**src/core/sarctl_pkg.sv**
```systemverilog
// sarctl_pkg: constants, states and state types shared by the converter sequencer
package sarctl_pkg;

  // control byte field positions
  localparam int unsigned CTRL_ON_BIT    = 0;          // module-on
  localparam int unsigned CTRL_GO_BIT    = 1;          // go / busy
  localparam int unsigned CTRL_CHAN_LSB  = 2;          // channel select low bit
  localparam int unsigned CTRL_REF_BIT   = 6;          // reference select
  localparam int unsigned CTRL_JUST_BIT  = 7;          // justify select
  localparam logic [7:0]  CTRL_RESET     = 8'h00;      // control byte after reset

  // conversion figures
  localparam int unsigned CONV_BITS      = 10;         // result width
  localparam int unsigned CONV_PERIODS   = 11;         // bit periods per conversion
  localparam logic [3:0]  LAST_PERIOD    = 4'(CONV_PERIODS - 1);
  localparam int unsigned ABORT_HOLD     = 2;          // bit periods after an abort
  localparam logic [1:0]  LAST_HOLD      = 2'(ABORT_HOLD - 1);
  localparam logic [9:0]  SAR_FIRST      = 10'h200;    // first trial code, msb set
  localparam logic [7:0]  RESULT_RESET   = 8'h00;      // result bytes after reset

  // one instruction cycle of delay before an rc-clocked conversion
  localparam int unsigned CLK_NS         = 10;         // mclk period
  localparam int unsigned INSTR_NS       = 40;         // one instruction cycle
  localparam int unsigned INSTR_CYCLES   = (INSTR_NS + CLK_NS - 1) / CLK_NS;
  localparam logic [2:0]  LAST_INSTR     = 3'(INSTR_CYCLES - 1);

  // clock select: low two bits both set picks the rc clock
  localparam logic [1:0]  CLKSEL_RC      = 2'h3;
  localparam logic [6:0]  DIV_BASE       = 7'h02;      // fosc/2 is the shortest period

  typedef enum logic [1:0] {
    SARCTL_IDLE,     // acquiring or off
    SARCTL_RCDELAY,  // one instruction delay for rc clock
    SARCTL_CONVERT,  // successive approximation
    SARCTL_HOLDOFF   // dead time after abort
  } sarctl_state_t;

  typedef struct packed {
    logic [6:0] cnt;      // fosc divider count
    logic       frcMeta;  // rc clock sync stage 1
    logic       frcSync;  // rc clock sync stage 2
    logic       frcPrev;  // previous synced rc level
    logic       tick;     // one bit period elapsed
  } sarctl_div_t;

  typedef struct packed {
    sarctl_state_t state;
    logic          on;
    logic          go;
    logic          justify;
    logic          refExt;
    logic [1:0]    chan;
    logic          doneFlag;
    logic          powerDown;
    logic          sleepPrev;
    logic [9:0]    sar;
    logic [3:0]    bitCnt;
    logic [1:0]    holdCnt;
    logic [2:0]    delayCnt;
    logic [7:0]    resHigh;
    logic [7:0]    resLow;
    logic          timerReset;
  } sarctl_core_t;

endpackage

```
**src/core/sarctl_bit_clock.sv**
```systemverilog
// sarctl_bit_clock: bit period tick from divided mclk or the rc oscillator
`timescale 1ns/1ns
`default_nettype none
module sarctl_bit_clock
  import sarctl_pkg::*;
(
  input  wire logic       mclk,
  input  wire logic       srst,
  input  wire logic       run,         // count only while sequencer needs ticks
  input  wire logic [2:0] clockSelect, // conversion clock select field
  input  wire logic       frcPin,      // rc oscillator, asynchronous to mclk
  output logic            bitTick      // one-cycle pulse per bit period
);

  sarctl_div_t q;  // registered state
  sarctl_div_t d;  // next state
  logic [6:0]  period;
  logic [2:0]  shift;

  // divider: next tick and sync chain
  always_comb begin
    d = q;
    // shift order 000,100,001,101,010,110 gives /2../64
    shift     = {clockSelect[1:0], clockSelect[2]};
    period    = DIV_BASE << shift;
    d.frcMeta = frcPin;
    d.frcSync = q.frcMeta;  // first stage feeds nothing else
    d.frcPrev = q.frcSync;
    d.tick    = 1'b0;
    if (!run) begin
      // restart so each fosc-clocked conversion sees full periods; rc edges keep their own phase
      d.cnt = 7'h00;
    end else if (clockSelect[1:0] == CLKSEL_RC) begin
      // rc clock: one period per rising edge
      d.tick = q.frcSync & ~q.frcPrev;
    end else if (q.cnt == period - 7'h01) begin
      d.cnt  = 7'h00;
      d.tick = 1'b1;
    end else begin
      d.cnt = q.cnt + 7'h01;
    end
  end

  // state register
  always_ff @(posedge mclk) begin
    if (srst) begin
      q <= '0;
    end else begin
      q <= d;
    end
  end

  assign bitTick = q.tick;

endmodule
`default_nettype wire

```
**src/core/sarctl_core.sv**
```systemverilog
// sarctl_core: sequencer for a 10-bit successive-approximation converter
// Contract
// - bit period from fosc divider or rc clock
// - conversion takes exactly eleven bit periods
// - channel field drives sample-and-hold mux
// - positive reference supply or external; negative ground
// - control bit 6 selects external reference
// - result spread over high/low, justified
// - control bit 7 one means right justify
// - done flag set every conversion end
// - interrupt on flag and enable; wakes sleep
// - go write starts when module on
// - completion clears go, sets flag, loads result
// - go cleared mid-conversion aborts, keeps result
// - abort holds two bit periods, then acquires
// - reset clears control, stops conversion
// - rc clock adds one instruction delay
// - rc sleep without interrupt powers down after
// - sleep with other clock aborts, powers down
// - trigger sets go, resets timer counter
`timescale 1ns/1ns
`default_nettype none
module sarctl_core
  import sarctl_pkg::*;
(
  input  wire logic       mclk,
  input  wire logic       srst,
  // software access to the control byte, other software controls and analog-side inputs
  input  wire logic       ctrlWrite,       // one-cycle write strobe
  input  wire logic [7:0] ctrlWrData,      // written control byte
  output logic [7:0]      ctrlRdData,      // control byte readback
  input  wire logic [2:0] convClockSelect, // conversion clock select field
  input  wire logic       doneFlagClear,   // one-cycle clear of done flag
  input  wire logic       doneIrqEnable,   // done interrupt enable
  input  wire logic       sleepMode,       // core is in sleep
  input  wire logic       specialTrigger,  // compare unit event, one cycle
  input  wire logic       frcPin,          // rc oscillator, asynchronous
  input  wire logic       compareHigh,     // analog comparator, settles from trialCode within a cycle
  // analog side controls
  output logic [1:0]      channelSelect,   // mux select to sample-and-hold
  output logic            referenceExt,    // positive reference from pin
  output logic            sampleHold,      // high while acquiring
  output logic [9:0]      trialCode,       // dac code under test
  output logic            convPowered,     // analog section powered
  // results and events
  output logic [7:0]      resultHigh,      // high result byte
  output logic [7:0]      resultLow,       // low result byte
  output logic            convDoneFlag,    // sticky done flag
  output logic            convIrq,         // interrupt request level
  output logic            wakeRequest,     // wake from sleep level
  output logic            timerReset       // one-cycle counter reset
);

  sarctl_core_t q;        // registered state
  sarctl_core_t d;        // next state
  logic         bitTick;  // bit period elapsed
  logic         tickRun;  // divider running
  logic         rcSel;    // rc clock chosen
  logic         goWrite;  // software writes go as one
  logic         goClear;  // software writes go as zero
  logic         offWrite; // software turns module off
  logic         busy;     // conversion or its delay underway
  logic         sleepIn;  // sleep just entered
  logic         startReq; // start request this cycle
  logic [3:0]   idx;      // sar bit being resolved

  // divider only runs when a state consumes ticks
  // a state change stops it for one cycle, so holdoff counts whole fosc bit periods
  assign tickRun = ((q.state == SARCTL_CONVERT) || (q.state == SARCTL_HOLDOFF)) && (d.state == q.state);

  sarctl_bit_clock u_bit_clock (
    .mclk        (mclk),
    .srst        (srst),
    .run         (tickRun),
    .clockSelect (convClockSelect),
    .frcPin      (frcPin),
    .bitTick     (bitTick)
  );

  // request decode from software and trigger
  always_comb begin
    rcSel    = (convClockSelect[1:0] == CLKSEL_RC);
    goWrite  = ctrlWrite & ctrlWrData[CTRL_GO_BIT];
    goClear  = ctrlWrite & ~ctrlWrData[CTRL_GO_BIT];
    offWrite = ctrlWrite & ~ctrlWrData[CTRL_ON_BIT];
    busy     = (q.state == SARCTL_RCDELAY) || (q.state == SARCTL_CONVERT);
    sleepIn  = sleepMode & ~q.sleepPrev;
    // module must already be on; a write turning it on cannot start
    startReq = (goWrite | specialTrigger) & q.on & (q.state == SARCTL_IDLE);
  end

  // next-state logic of the sequencer
  always_comb begin
    d            = q;
    idx          = 4'(CONV_BITS) - q.bitCnt;
    d.sleepPrev  = sleepMode;
    d.timerReset = specialTrigger;
    // leaving sleep restores analog power
    if (!sleepMode) begin
      d.powerDown = 1'b0;
    end
    // plain configuration bits follow every write
    if (ctrlWrite) begin
      d.on      = ctrlWrData[CTRL_ON_BIT];
      d.chan    = ctrlWrData[CTRL_CHAN_LSB +: 2];
      d.refExt  = ctrlWrData[CTRL_REF_BIT];
      d.justify = ctrlWrData[CTRL_JUST_BIT];
    end
    // clear first so a same-cycle completion wins
    if (doneFlagClear) begin
      d.doneFlag = 1'b0;
    end
    unique case (q.state)
      SARCTL_IDLE: begin
        if (startReq) begin
          d.go       = 1'b1;
          d.bitCnt   = 4'h0;
          d.delayCnt = 3'h0;
          d.state    = rcSel ? SARCTL_RCDELAY : SARCTL_CONVERT;
        end
      end
      SARCTL_RCDELAY: begin
        // lets a sleep instruction execute before conversion starts
        if (q.delayCnt == LAST_INSTR) begin
          d.state = SARCTL_CONVERT;
        end else begin
          d.delayCnt = q.delayCnt + 3'h1;
        end
      end
      SARCTL_CONVERT: begin
        if (bitTick) begin
          if (q.bitCnt == 4'h0) begin
            // first period: sample closes, msb trial loaded
            d.sar    = SAR_FIRST;
            d.bitCnt = 4'h1;
          end else begin
            // keep the trial bit only if input is at or above it
            // comparator answers the registered code, so no sync stage; fosc/2 needs that
            if (!compareHigh) begin
              d.sar[idx] = 1'b0;
            end
            if (idx != 4'h0) begin
              d.sar[idx - 4'h1] = 1'b1;
            end
            if (q.bitCnt == LAST_PERIOD) begin
              // eleventh period ends the conversion
              d.go       = 1'b0;
              d.doneFlag = 1'b1;
              d.state    = SARCTL_IDLE;
              if (q.justify) begin
                // right: two bits high, eight low
                d.resHigh = {6'h00, d.sar[9:8]};
                d.resLow  = d.sar[7:0];
              end else begin
                // left: eight bits high, two low
                d.resHigh = d.sar[9:2];
                d.resLow  = {d.sar[1:0], 6'h00};
              end
              // rc conversion in sleep with no wake source
              if (sleepMode && rcSel && !doneIrqEnable) begin
                d.powerDown = 1'b1;
              end
            end else begin
              d.bitCnt = q.bitCnt + 4'h1;
            end
          end
        end
      end
      SARCTL_HOLDOFF: begin
        // no acquisition until two bit periods pass
        if (bitTick) begin
          if (q.holdCnt == LAST_HOLD) begin
            d.state = SARCTL_IDLE;
          end else begin
            d.holdCnt = q.holdCnt + 2'h1;
          end
        end
      end
    endcase
    // aborts override any progress made above
    if (busy) begin
      if (ctrlWrite && offWrite) begin
        // module switched off: stop without dead time
        d.go    = 1'b0;
        d.state = SARCTL_IDLE;
        d.sar   = q.sar;
      end else if (goClear) begin
        // partial result dropped, result bytes untouched
        d.go       = 1'b0;
        d.holdCnt  = 2'h0;
        d.state    = SARCTL_HOLDOFF;
        d.sar      = q.sar;
        d.doneFlag = doneFlagClear ? 1'b0 : q.doneFlag;
        d.resHigh  = q.resHigh;
        d.resLow   = q.resLow;
      end else if (sleepIn && !rcSel) begin
        // fosc stops in sleep, so the conversion cannot finish
        d.go        = 1'b0;
        d.state     = SARCTL_IDLE;
        d.powerDown = 1'b1;
        d.sar       = q.sar;
        d.doneFlag  = doneFlagClear ? 1'b0 : q.doneFlag;
        d.resHigh   = q.resHigh;
        d.resLow    = q.resLow;
      end
    end
  end

  // single state register; reset clears every control bit
  always_ff @(posedge mclk) begin
    if (srst) begin
      q          <= '0;
      q.state    <= SARCTL_IDLE;
      q.on       <= CTRL_RESET[CTRL_ON_BIT];
      q.go       <= CTRL_RESET[CTRL_GO_BIT];
      q.justify  <= CTRL_RESET[CTRL_JUST_BIT];
      q.refExt   <= CTRL_RESET[CTRL_REF_BIT];
      q.chan     <= CTRL_RESET[CTRL_CHAN_LSB +: 2];
      q.resHigh  <= RESULT_RESET;
      q.resLow   <= RESULT_RESET;
    end else begin
      q <= d;
    end
  end

  // readback: unused bits 5:4 read as zero; go stays one while busy
  assign ctrlRdData    = {q.justify, q.refExt, 2'b00, q.chan, q.go, q.on};
  assign channelSelect = q.chan;
  assign referenceExt  = q.refExt;
  // acquisition runs whenever powered and idle, not converting or in holdoff
  assign sampleHold    = q.on & ~q.powerDown & (q.state == SARCTL_IDLE);
  assign trialCode     = q.sar;
  // on bit still reads set while powered down
  assign convPowered   = q.on & ~q.powerDown;
  assign resultHigh    = q.resHigh;
  assign resultLow     = q.resLow;
  assign convDoneFlag  = q.doneFlag;
  assign convIrq       = q.doneFlag & doneIrqEnable;
  assign wakeRequest   = q.doneFlag & doneIrqEnable & sleepMode;
  assign timerReset    = q.timerReset;

endmodule
`default_nettype wire

```
**config.mk**
```make
export PLATFORM = sky130hd
export DESIGN_NAME = sarctl_core
export DESIGN_NICKNAME = d
export VERILOG_FILES = /design/src/core/sarctl_pkg.sv /design/src/core/sarctl_bit_clock.sv /design/src/core/sarctl_core.sv
export SDC_FILE = /design/constraint.sdc
export NUM_CORES = 1
export LEC_CHECK = 0
export BUFFER_PORTS_ARGS = -buffer_cell sky130_fd_sc_hd__buf_2
export CAP_MARGIN = 5
export CORE_MARGIN = 4
export CORE_UTILIZATION = 57
export DETAILED_ROUTE_END_ITERATION = 10
export HOLD_SLACK_MARGIN = 0.08
export PLACE_DENSITY = 0.8
export SYNTH_ARGS = -nofsm -noshare
export SYNTH_HDL_FRONTEND = slang
export SYNTH_SLANG_ARGS = --single-unit
```
**constraint.sdc**
```tcl
create_clock -name mclk -period 2.47 [get_ports mclk]
set_clock_uncertainty 0.05 [all_clocks]
set_input_delay 0.247 -clock mclk [delete_from_list [all_inputs] [get_ports mclk]]
set_output_delay 0.247 -clock mclk [all_outputs]
set_load 0.1 [all_outputs]
```
### After elaboration in Yosys (flattened, before gate mapping)

Cells that the tools add are included.

| storage, ports and cells | value |
|---|---|
| flip-flop bits (word level) | 58 |
| input port bits | 20 |
| output and inout port bits | 43 |
| word-level logic and storage cells | 167 |

| operators by class | value |
|---|---|
| $add $sub $neg | 7 |
| magnitude comparators | 4 |
| equal/unequal tests | 18 |
| shift-type cells | 1 |
| muxes and demuxes | 74 |
| bitwise gates (word level) | 21 |
| reductions and logical operators | 21 |

Operators by type and width:

| operator | number |
|---|---|
| 16-bit two-way mux | 9 |
| 10-bit two-way mux | 10 |
| 2-bit two-way mux | 25 |
| 14-bit two-way mux | 2 |
| 1-bit two-way mux | 17 |
| 1-bit bitwise AND | 11 |
| 10-bit bitwise AND | 1 |
| 4-bit by 5-bit less-than comparator with 1-bit output (second input constant) | 2 |
| 2-bit != test (second input constant) | 5 |
| 10-bit inverter | 1 |
| 10-bit OR | 1 |
| 1-bit demux with 4-bit select | 2 |
| 4-bit by 1-bit greater-or-equal comparator with 1-bit output (second input constant) | 2 |
| 4-bit two-way mux | 2 |
| 2-bit case mux with 4 select lines | 1 |
| 4-bit case mux with 2 select lines | 1 |
| 7-bit by 1-bit adder with 7-bit output (second input constant) | 1 |
| 7-bit == test | 1 |
| 1-bit logical AND | 7 |
| 7-bit two-way mux | 1 |
| 2-bit by 3-bit << shifter with 7-bit output (first input constant) | 1 |
| 7-bit by 1-bit subtractor with 7-bit output (second input constant) | 1 |
| 2-bit == test (second input constant) | 3 |
| 3-bit two-way mux | 2 |
| 26 further kinds | 37 |

### Logic depth before layout (Yosys ltp)

Gate-level depths: netlist of run 1.

| depth | value |
|---|---|
| word-level depth | 22 |
| mapped depth | 10 |

### Modules after synthesis

From an unflattened synthesis of run 1, not the netlist that was laid out.

| unflattened totals | value |
|---|---|
| cells, all modules | 455 |
| area, all modules | 3714.8 um^2 |

Modules (own cells, without submodules):

| module | instances | cells each | area each (um^2) | sequential area each (um^2) |
|---|---|---|---|---|
| sarctl_core | 1 | 390 | 3143.0 | 940.9 |
| sarctl_bit_clock | 1 | 65 | 571.8 | 220.2 |

### Least setup slack after synthesis of run 1

OpenSTA, ideal clock, no wires.

| path | value |
|---|---|
| path kind | reg-to-output |
| start | reg q (netlist bit ctrlRdData[0]) |
| end | out sampleHold |
| arrival time | 2.698 ns |
| required time | 2.173 ns |
| setup slack | -0.525 ns |
| cell stages (with the launch flop) | 3 |
| buffers on the path | 0 |
| path through | dfxtp_1 nor2b_1 and2_1 |

| on the way | value |
|---|---|
| word-level cells in the longest chain between the ends | 2 |

Ends and longest elaborated chain:

| element | RTL line | text |
|---|---|---|
| start: declaration | sarctl_core.sv:54 | `sarctl_core_t q;` |
| 1-bit bitwise AND | -- |  |
| net convPowered | sarctl_core.sv:44 | `output logic convPowered,` |
| 1-bit bitwise AND | sarctl_core.sv:231 | `assign sampleHold = q.on & ~q.powerDown & (q.state == SARCTL_IDLE);` |
| end: declaration | sarctl_core.sv:42 | `output logic sampleHold,` |

The timed path passes the listed nets, and every way through them passes these cells.

### Worst setup path after layout of run 1

| path | value |
|---|---|
| start | reg q[46] (netlist bit) |
| end | reg q (netlist bit resultHigh[3]) |

| on the way | value |
|---|---|
| word-level cells in the longest chain between the ends | 6 |
| elaborated cells between the ends (all ways) | 11 |
| those cells by class | eq/ne (4); mux (5); reduce/logical (2) |

Ends and longest elaborated chain:

| element | RTL line | text |
|---|---|---|
| 2-bit == test | sarctl_core.sv:86, sarctl_core.sv:113 |  |
| 16-bit two-way mux | sarctl_core.sv:113 | `unique case (q.state)` |
| 16-bit two-way mux | sarctl_core.sv:196 | `end else if (sleepIn && !rcSel) begin` |
| 16-bit two-way mux | sarctl_core.sv:187 | `end else if (goClear) begin` |
| 16-bit two-way mux | sarctl_core.sv:182 | `if (ctrlWrite && offWrite) begin` |
| 16-bit two-way mux | sarctl_core.sv:181 | `if (busy) begin` |

Parallel ways exist; a longest one is shown, timed or not. The select of a mux whose other input is x is not followed.
A chain may end at the register's enable or synchronous reset.

==> out/qor.txt, run 1 <==
Die X - 88.46 um
Dominant synthesized flop cell - dfxtp_1
Worst reg-to-reg setup slack - 150 ps
Die height - 88.46 um
Top post-synthesis cells by area - dfxtp_1 (31%), buf_4 (7.7%), a21oi_1 (4.9%)
Max incr delay on CP - 520 ps
1st-iter DRT viols - 278
Hold Fails Final Rpt - 0
Root buf cell - clkbuf_8
Psw - 0.6092 mW
Internal Power - 1.440 mW
I/O pin count - 63
Worst-Skew Late Latency - 340 ps
Critical Path RT - 2680 ps
Crit path max fanout - 9
Tmin final - 2322 ps
H-tree level count - 3
Asr flop ratio synth - 0%
Final Cycle Share - 94.03%
Final Wtd Congestion - 0.9578
Core Region - 6314 um2
Total track usage - 23.06%
Synth top area share - 31.47%
Die footprint - 7824 um2
EDFF count, synth - 0
Cts bufs inserted - 9
Port bufs - 58
Drt wl/cell - 16.02 um
Vias in the first global route - 3,076
CTS tree - built
Synthesized area - 3690 um2
Comb power frac - 15.3%
CP startpoint kind - flop
Slowest-stage cell, CP - nor3_1
Yosys warnings - 0
Clock buffer depth - 2
RSZ-0062 raised after global routing - yes
First-pass GRT wire length - 14,280 um
Fin cells - 561
Layout area overhead - 8.817%
Fill count - 570
Total gr overflow - 0
Maximum vdd drop - 0.3646 mV
Share of layout cells above drive strength 1 - 21.07%
Worst rel slew slack - 56.33%
Critical-path cell list - buf_4 > ha_1 > and3b_1 > nand4_1 > nor3_1 > o21ai_0 > a21oi_1
Worst hold-check path type - in -> reg
Max Freq - 430.6 MHz
Row Count - 29
Clock Sinks - 58
DRC violations left - 0
Clock transition at path regs - 60 ps
Detail Route Antenna Nets - 0
Commonest cells after routing, fill and taps aside - buf_2 (58), dfxtp_1 (57), a21oi_1 (36)
Post-synthesis register bit count - 58
Outcome - complete, no violations
Worst Setup Path Type - reg -> reg
Initial antenna violation count - 0
Syn avg cell area - 8.074 um2
Fin nets - 511
Final core utilization - 63.59%
Post-synth top area cell - dfxtp_1
Dpl ws - 72.64 ps
Final Routed Wirelength - 8987 um
Max cap viols - 0
Setup violators final - 0
Clock power share - 37.7%
Initial Util - 58.44%
Via count - 3,409
First-pass DRT Iterations - 5
Post-synthesis cell count - 457
Setup Buffers After CTS - 0
Hpwl dp - 6361 um
Fin Setup TNS - 0 ps
Sequential share of the synthesized area - 31.47%
Measured slew at the worst slew-check pin - 654.2 ps
Sequential fraction of design power - 47.0%
Largest net degree at the start of global routing - 43
WP data arrival - 2530 ps
Final Max Slew Viols - 0
Worst Slack Setup Final - 147.6 ps
Worst setup EP type - flop
Worst hold slack - 99.56 ps
Commonest non-fill, non-tap cell in the layout - buf_2
Synth unique cells - 71
Fraction of power spent switching nets - 29.73%
Pwr dens - 510.4 nW/um2
Post-DR vias/cell - 6.077
Placed Instances - 545
Antenna Cells - 0
Leak - 1.642 nW
[area by class of cell]
cell class / instances / area (um2) / share of cell area (%)
multi-input cells: 316 / 2076 / 51.70
flip-flops and latches: 58 / 1165 / 29.01
repair buffers: 75 / 432.9 / 10.78
clock buffers: 12 / 155.1 / 3.864
well taps: 77 / 96.34 / 2.400
inverters: 20 / 75.07 / 1.870
clock inverters: 3 / 15.01 / 0.3739
[logic make-up after synthesis]
| group | synth area share [%] |
|---|---|
| and+or+nand+nor | 23.33 |
| AOI/OAI and AO/OA | 22.21 |
| buffers and inverters | 13.19 |
| DFF | 31.47 |
| adders and majority gates | 3.730 |
| xor gates and xnor gates | 2.984 |
| muxes | 2.984 |
| other | 0.1016 |
[final timing paths]
path,end,depth (start not counted),startpoint
setup / recovery,resultHigh[3],7,q[46]
hold / removal,referenceExt,3,ctrlWrData[6]
setup reg to reg,resultHigh[3],7,q[46]
hold reg to reg,resultLow[3],2,resultLow[3]
[metal layers]
metal	GRT usage, %	up-vias	routed length, um
met3	4.935	23	673
met4	7.830	0	151
met5	0	-	0
li1	-	1663	-
met2	36.64	124	4126
met1	31.14	1599	4037
[worst max-delay path, delay by kind of cell (launching register included)]
family                   cells  cell delay, ps
AND/OR/NAND/NOR              3             990
adder cells (fa/ha/maj)      1             330
buffers and inverters        1             140
flip-flops                   1             340
AO/OA/AOI/OAI                2             410
[cells in the mapped netlist (all sizes together), types with 6 or more instances]
cell	number
nand4	9
inv	20
dfxtp	58
o21ai	21
a21oi	36
nand3	23
o41ai	6
a31oi	9
nor2	27
nand2	36
nor2b	15
ha	11
o211ai	7
nor4	8
buf	52
mux2i	11
clkbuf	12
nor3	9
[power groups by stage]
stage / clock, mW / combinational [mW] / sequential (mW)
floorplan: 0 / 0.251 / 0.995
global placement: 0 / 0.305 / 0.983
detailed placement: 0 / 0.310 / 0.984
CTS: 0.783 / 0.313 / 0.963
global route: 0.823 / 0.336 / 0.964
finish: 0.772 / 0.314 / 0.963
[through the flow]
| stage | power [mW] | area, um2 |
|---|---|---|
| after floorplan | 1.246 | 3696 |
| after global placement | 1.289 | 3804 |
| after detailed placement | 1.294 | 3804 |
| after CTS | 2.059 | 3984 |
| after global routing | 2.123 | 4015 |
| final | 2.049 | 4015 |
[repair_timing]
item                                   4_1_cts  5_1_grt
setup endpoints to repair                    0       20
resized for setup                            0        6
hold buffers                                 1        0
endpoints found under the hold margin        1        0
[state kept, by name (all words and copies together), names as in the netlist]
signal and flops:
resultLow 8, u_bit_clock.d 2, referenceExt 1, u_bit_clock.q 8, timerReset 1, channelSelect 2, ctrlRdData 3, u_bit_clock.bitTick 1
convDoneFlag 1, q 13, trialCode 10, resultHigh 8
No activity file was read; power rests on OpenSTA's default activity.
==> run 2, diff against run 1 <==
Settings changed: ABC_AREA set to 1, CORE_UTILIZATION 57 to 56, PLACE_DENSITY 0.8 to 0.79.
==> out/qor.txt, run 2 <==
Drt wl/cell - 13.07 um (-18%)
Detail Route Antenna Nets - 0 (unchanged)
Final Routed Wirelength - 7775 um (-13%)
Fin Setup TNS - 0 ps (unchanged)
Hold endpoint - channelSelect[1]
Final Wtd Congestion - 0.8910 (-7.0%)
Top post-synthesis cells by area - dfxtp_1 (33%), nand2_1 (13%), buf_4 (8.0%)
Initial Util - 58.92% (+0.48 points)
Setup violators final - 0 (unchanged)
CP startpoint kind - flop
Via count - 3,127 (-8.3%)
Top cells by count, synth - nand2_1 (127), dfxtp_1 (58), inv_1 (41), buf_4 (38), a21oi_1 (36)
Post-synth top area cell - dfxtp_1
Maximum vdd drop - 0.5657 mV (+55%)
Worst Setup Path Type - reg -> out
DRC violations left - 0 (unchanged)
Port bufs - 58 (unchanged)
Worst-Skew Late Latency - 340 ps (about the same)
1st-iter DRT viols - 153 (-45%)
Cts bufs inserted - 9 (unchanged)
Hold Crit Depth - 3 (unchanged)
Synthesized area - 3571 um2 (-3.2%)
Post-DR vias/cell - 5.255 (-14%)
Die footprint - 7719 um2 (-1.4%)
EDFF count, synth - 0 (unchanged)
Worst hold-check path type - in -> reg
Critical Path RT - 2170 ps (-510 ps)
Total gr overflow - 0 (unchanged)
Commonest non-fill, non-tap cell in the layout - nand2_1
Clock Sinks - 58 (unchanged)
Antenna Cells - 0 (unchanged)
Dominant synthesized flop cell - dfxtp_1
Dpl ws - 493.4 ps (+420.8 ps)
Setup Buffers After CTS - 0 (unchanged)
Largest net degree at the start of global routing - 28 (-35%)
Synth top area share - 32.52% (+1.0 points)
Die height - 87.86 um (-0.68%)
Hold Crit Start - ctrlWrData[3]
Leak - 1.762 nW (+7.3%)
Hpwl dp - 5700 um (-10%)
First-pass GRT wire length - 13,370 um (-6.4%)
Commonest cells after routing, fill and taps aside - nand2_1 (127), dfxtp_1 (58), buf_2 (58)
Worst reg-to-reg setup slack - 440 ps (+290 ps)
Layout area overhead - 9.320%
Worst r2r src - q[45]
Reg2Reg Capture Point - resultHigh[0]
Yosys warnings - 0 (unchanged)
Post-synthesis register bit count - 58 (unchanged)
Synth unique cells - 40 (-44%)
Reg2reg path depth - 12 (+5)
Die X - 87.86 um (-0.68%)
Initial antenna violation count - 0 (unchanged)
Share of layout cells above drive strength 1 - 26.35% (+5.3 points)
Max Freq - 471.7 MHz (+9.6%)
First-pass DRT Iterations - 5 (unchanged)
Crit path max fanout - 6 (-3)
Syn avg cell area - 7.317 um2 (-9.4%)
WP data arrival - 1820 ps (-710 ps)
Vias in the first global route - 2,990 (-2.8%)
Max cap viols - 0 (unchanged)
Outcome - complete, no violations
Hold Fails Final Rpt - 0 (unchanged)
H-tree level count - 3 (unchanged)
Asr flop ratio synth - 0% (unchanged)
Core Region - 6061 um2 (-4.0%)
I/O pin count - 63 (unchanged)
Total track usage - 21.91% (-1.2 points)
Max FFs per register - 13 (unchanged)
Clock transition at path regs - 70 ps (about the same)
Pwr dens - 808.2 nW/um2 (+58%)
CTS tree - built
RSZ-0062 raised after global routing - no
Root buf cell - clkbuf_8
Post-synthesis cell count - 488 (+6.8%)
Sequential share of the synthesized area - 32.52% (+1.0 points)
Final Cycle Share - 85.82% (-8.2 points)
Fin nets - 546 (+6.8%)
Tmin final - 2120 ps (-202.6 ps)
Worst setup EP type - output pin
Worst Slack Setup Final - 350.2 ps (+202.6 ps)
Largest reg by FF count - q
Final Max Slew Viols - 0 (unchanged)
Top-count cell post-synth - nand2_1
Row Count - 28 (-3.4%)
Clock buffer depth - 2 (unchanged)
run 2: cell count changes after synthesis, moves of 7 or more:
cell,change
nand2_1,+92
mux2i_1,-11
buf_2,-9
inv_1,+22
nor4_1,-8
nor3_2,+8
nand3_2,+8
inv_2,+9
nor2b_1,-15
clkbuf_1,-7
o211ai_1,-7
a31oi_1,-8
nand2_2,+7
run 2: metal layers:
metal  wire length (um)  global-route usage [%]  up-vias
met4                200                   8.926        0
met2               3768                   37.12      102
met3                470                   5.833       19
li1                   -                       -     1595
met1               3335                   26.26     1411
met5                  0                       0        -
run 2: kinds of logic after synthesis:
logic type,synth area share [%]
AO/OA/AOI/OAI,11.74
XOR/XNOR,1.717
other,0.1050
flip-flops,32.52
adder cells (fa/ha/maj),3.854
buffers and inverters,14.75
AND/OR/NAND/NOR,35.32
run 2: worst max-delay path, cell delays in order, from the launching register on:
cell and delay [ps]:
dfxtp_1 350, inv_1 130, ha_1 300, inv_1 150
nor3_2 110, buf_2 440
run 2: per-stage QoR:
stage	util (%)	hold WS (ps)	power, mW	std cells	instance area [um2]
global placement	60.10	348.7	2.071	577	3642
CTS	64.41	87.86	3.166	595	3904
global route	64.41	107.1	3.338	595	3904
finish	64.41	96.25	3.155	595	3904
detailed placement	60.10	354.9	2.098	577	3642
floorplan	-	304.0	1.932	489	3582
run 2: worst max path at each step:
| stage | from | slack [ps] | to | depth (start not counted) |
|---|---|---|---|---|
| final | q[45] | 350 | sampleHold | 5 |
| after global routing | q[45] | 220 | resultLow[6] | 12 |
| after CTS | q[45] | 360 | sampleHold | 5 |
| after detailed placement | q[45] | 490 | resultHigh[0] | 12 |
| after global placement | q[45] | 530 | resultLow[6] | 11 |
| after floorplan | q[45] | 220 | sampleHold | 4 |
run 2: area by class of cell:
| class | count | area, um2 |
|---|---|---|
| Fill cell | 519 | 2157 |
| Multi-Input combinational cell | 333 | 1894 |
| Sequential cell | 58 | 1161 |
| Timing Repair Buffer | 61 | 317.8 |
| Inverter | 52 | 195.2 |
| Clock buffer | 9 | 123.9 |
| Clock inverter | 7 | 117.6 |
| Tap cell | 75 | 93.84 |
run 2: report_power, final:
group	internal [mW]	leakage, nW	switching (mW)	total [mW]
Sequential	0.988	0.471	0.0453	1.03
Clock	0.667	0.111	0.398	1.07
Combinational	0.288	1.18	0.768	1.06
Total	1.94	1.76	1.21	3.16
run 2: timing repair:
action	4_1_cts	5_1_grt
resized for setup	0	0
hold buffers	2	0
hold endpoints to repair	2	0
==> run 3, diff against run 2 <==
--- a/config.mk
+++ b/config.mk
@@ -8,5 +8,5 @@
 export ABC_AREA = 1
 export BUFFER_PORTS_ARGS = -buffer_cell sky130_fd_sc_hd__buf_2
-export CAP_MARGIN = 5
+export CAP_MARGIN = 20
 export CORE_MARGIN = 4
 export CORE_UTILIZATION = 56
==> constraint.sdc (replaced) <==
create_clock -name mclk -period 2.47 [get_ports mclk]
set_clock_uncertainty 0.05 [all_clocks]
set_input_delay 0.1235 -clock mclk [delete_from_list [all_inputs] [get_ports mclk]]
set_output_delay 0.1235 -clock mclk [all_outputs]
set_load 0.1 [all_outputs]
==> out/qor.txt, run 3 (synthesized netlist as in run 2, its figures left out) <==
Initial antenna violation count - 0 (unchanged)
Tmin final - 2249 ps (+129.6 ps)
Clock transition at path regs - 70 ps (about the same)
Worst Slack Setup Final - 220.6 ps (-129.6 ps)
Drt wl/cell - 12.88 um (-1.5%)
CTS tree - built
Fin nets - 556 (+1.8%)
Final Routed Wirelength - 7790 um (+0.19%)
Critical Path RT - 2650 ps (+480 ps)
CP startpoint kind - flop
Worst reg-to-reg setup slack - 220 ps (-220 ps)
Total track usage - 21.53% (-0.38 points)
Detail Route Antenna Nets - 0 (unchanged)
Highest metal used - met4
Crit path max fanout - 5 (-1)
Outcome - complete, no violations
Initial Util - 58.92% (unchanged)
Worst hold slack - 94.51 ps (-1.735 ps)
DRC violations left - 0 (unchanged)
Max cap viols - 0 (unchanged)
CTS-repair resized insts - 0 (unchanged)
Metal3 WL - 430 um (-8.5%)
Final core utilization - 65.67% (+1.3 points)
Hold Fails Final Rpt - 0 (unchanged)
Largest reg by FF count - q
Hold endpoint - referenceExt
Pwr dens - 768.7 nW/um2 (-4.9%)
Vias in the first global route - 2,918 (-2.4%)
Hpwl dp - 5748 um (+0.85%)
Dpl ws - 467.0 ps (-26.38 ps)
Core Region - 6061 um2 (unchanged)
Largest net degree at the start of global routing - 28 (unchanged)
Worst setup EP type - flop
Layout area overhead - 11.46%
Reg2Reg Capture Point - convDoneFlag
H-tree level count - 3 (unchanged)
First-pass GRT wire length - 13,110 um (-1.9%)
Max FFs per register - 13 (unchanged)
Clock Sinks - 58 (unchanged)
Reg2reg path depth - 8 (-4)
Maximum vdd drop - 0.4473 mV (-21%)
Clock buffer depth - 2 (unchanged)
Commonest cells after routing, fill and taps aside - nand2_1 (127), dfxtp_1 (58), buf_2 (58)
Commonest non-fill, non-tap cell in the layout - nand2_1
CP startpoint - q[45]
Cts bufs inserted - 9 (unchanged)
Die footprint - 7719 um2 (unchanged)
Final Cycle Share - 91.07% (+5.2 points)
Leak - 1.804 nW (+2.3%)
Worst-Skew Late Latency - 340 ps (about the same)
Port bufs - 58 (unchanged)
Max Freq - 444.6 MHz (-5.8%)
WL met2 - 3801 um (+0.88%)
Worst hold-check path type - in -> reg
Die X - 87.86 um (unchanged)
Root buf cell - clkbuf_8
WP data arrival - 2430 ps (+610 ps)
Worst Setup Path Type - reg -> reg
RSZ-0062 raised after global routing - no
Final Wtd Congestion - 0.8888 (-0.25%)
Row Count - 28 (unchanged)
I/O pin count - 63 (unchanged)
Hold Crit Depth - 3 (unchanged)
Via count - 3,131 (+0.13%)
1st-iter DRT viols - 149 (-2.6%)
Antenna Cells - 0 (unchanged)
Design Power - 3.059 mW (-3.0%)
First-pass DRT Iterations - 4 (-1)
Share of layout cells above drive strength 1 - 25.85% (-0.50 points)
Worst r2r src - q[45]
Fin Setup TNS - 0 ps (unchanged)
Die height - 87.86 um (unchanged)
Post-DR vias/cell - 5.175 (-1.5%)
Final Max Slew Viols - 0 (unchanged)
Setup violators final - 0 (unchanged)
Hold Crit Start - ctrlWrite
Total gr overflow - 0 (unchanged)
M1 WL - 3336 um (about the same)
-- run 3: cell count changes in the layout (fill, tap and decap cells not counted), sizes merged --
cell | before | now
clkinvlp | 3 | 2
clkinv | 2 | 4
dlygate4sd3 | 2 | 12
bufinv | 3 | 2
-- run 3: how the worst max path moves through the flow --
stage,endpoint
finish,convDoneFlag
global route,convDoneFlag
detailed placement,resultLow[6]
CTS,convDoneFlag
global placement,resultLow[6]
floorplan,sampleHold
-- run 3: metrics by stage --
step	cells	cell area (um2)
final	605	3980
after global routing	605	3980
after CTS	605	3980
after detailed placement	577	3642
after global placement	577	3642
after floorplan	489	3582
-- run 3: worst max-delay path: stages, from the launching register on --
cell and delay [ps]:
dfxtp_1 420, inv_1 120, ha_1 430, nand2_1 120, nor2_2 220, nor2_8 80, nand4_1 90, a21oi_1 70
dlygate4sd3_1 550
-- run 3: cell type report --
type,instances,area [um2]
fillers,512,2081
multi-input cells,333,1894
flip-flops and latches,58,1161
repair buffers,71,417.9
inverters,52,195.2
clock buffers,9,123.9
clock inverters,7,93.84
well taps,75,93.84
-- run 3: power by group --
group / total, mW / internal [mW] / switching, mW
logic: 1.06 / 0.296 / 0.763
clock network: 0.964 / 0.565 / 0.399
registers: 1.04 / 0.988 / 0.0482
-- run 3: repair_timing --
item | 4_1_cts | 5_1_grt
endpoints found under the hold margin | 13 | 0
buffers inserted | 0 | 0
hold buffers | 12 | 0
-- run 3: routing by layer --
metal	GRT usage, %	vias to the layer above
li1	-	1610
met1	25.17	1415
met2	36.99	82
met3	5.174	24
met4	10.04	0
met5	0	-
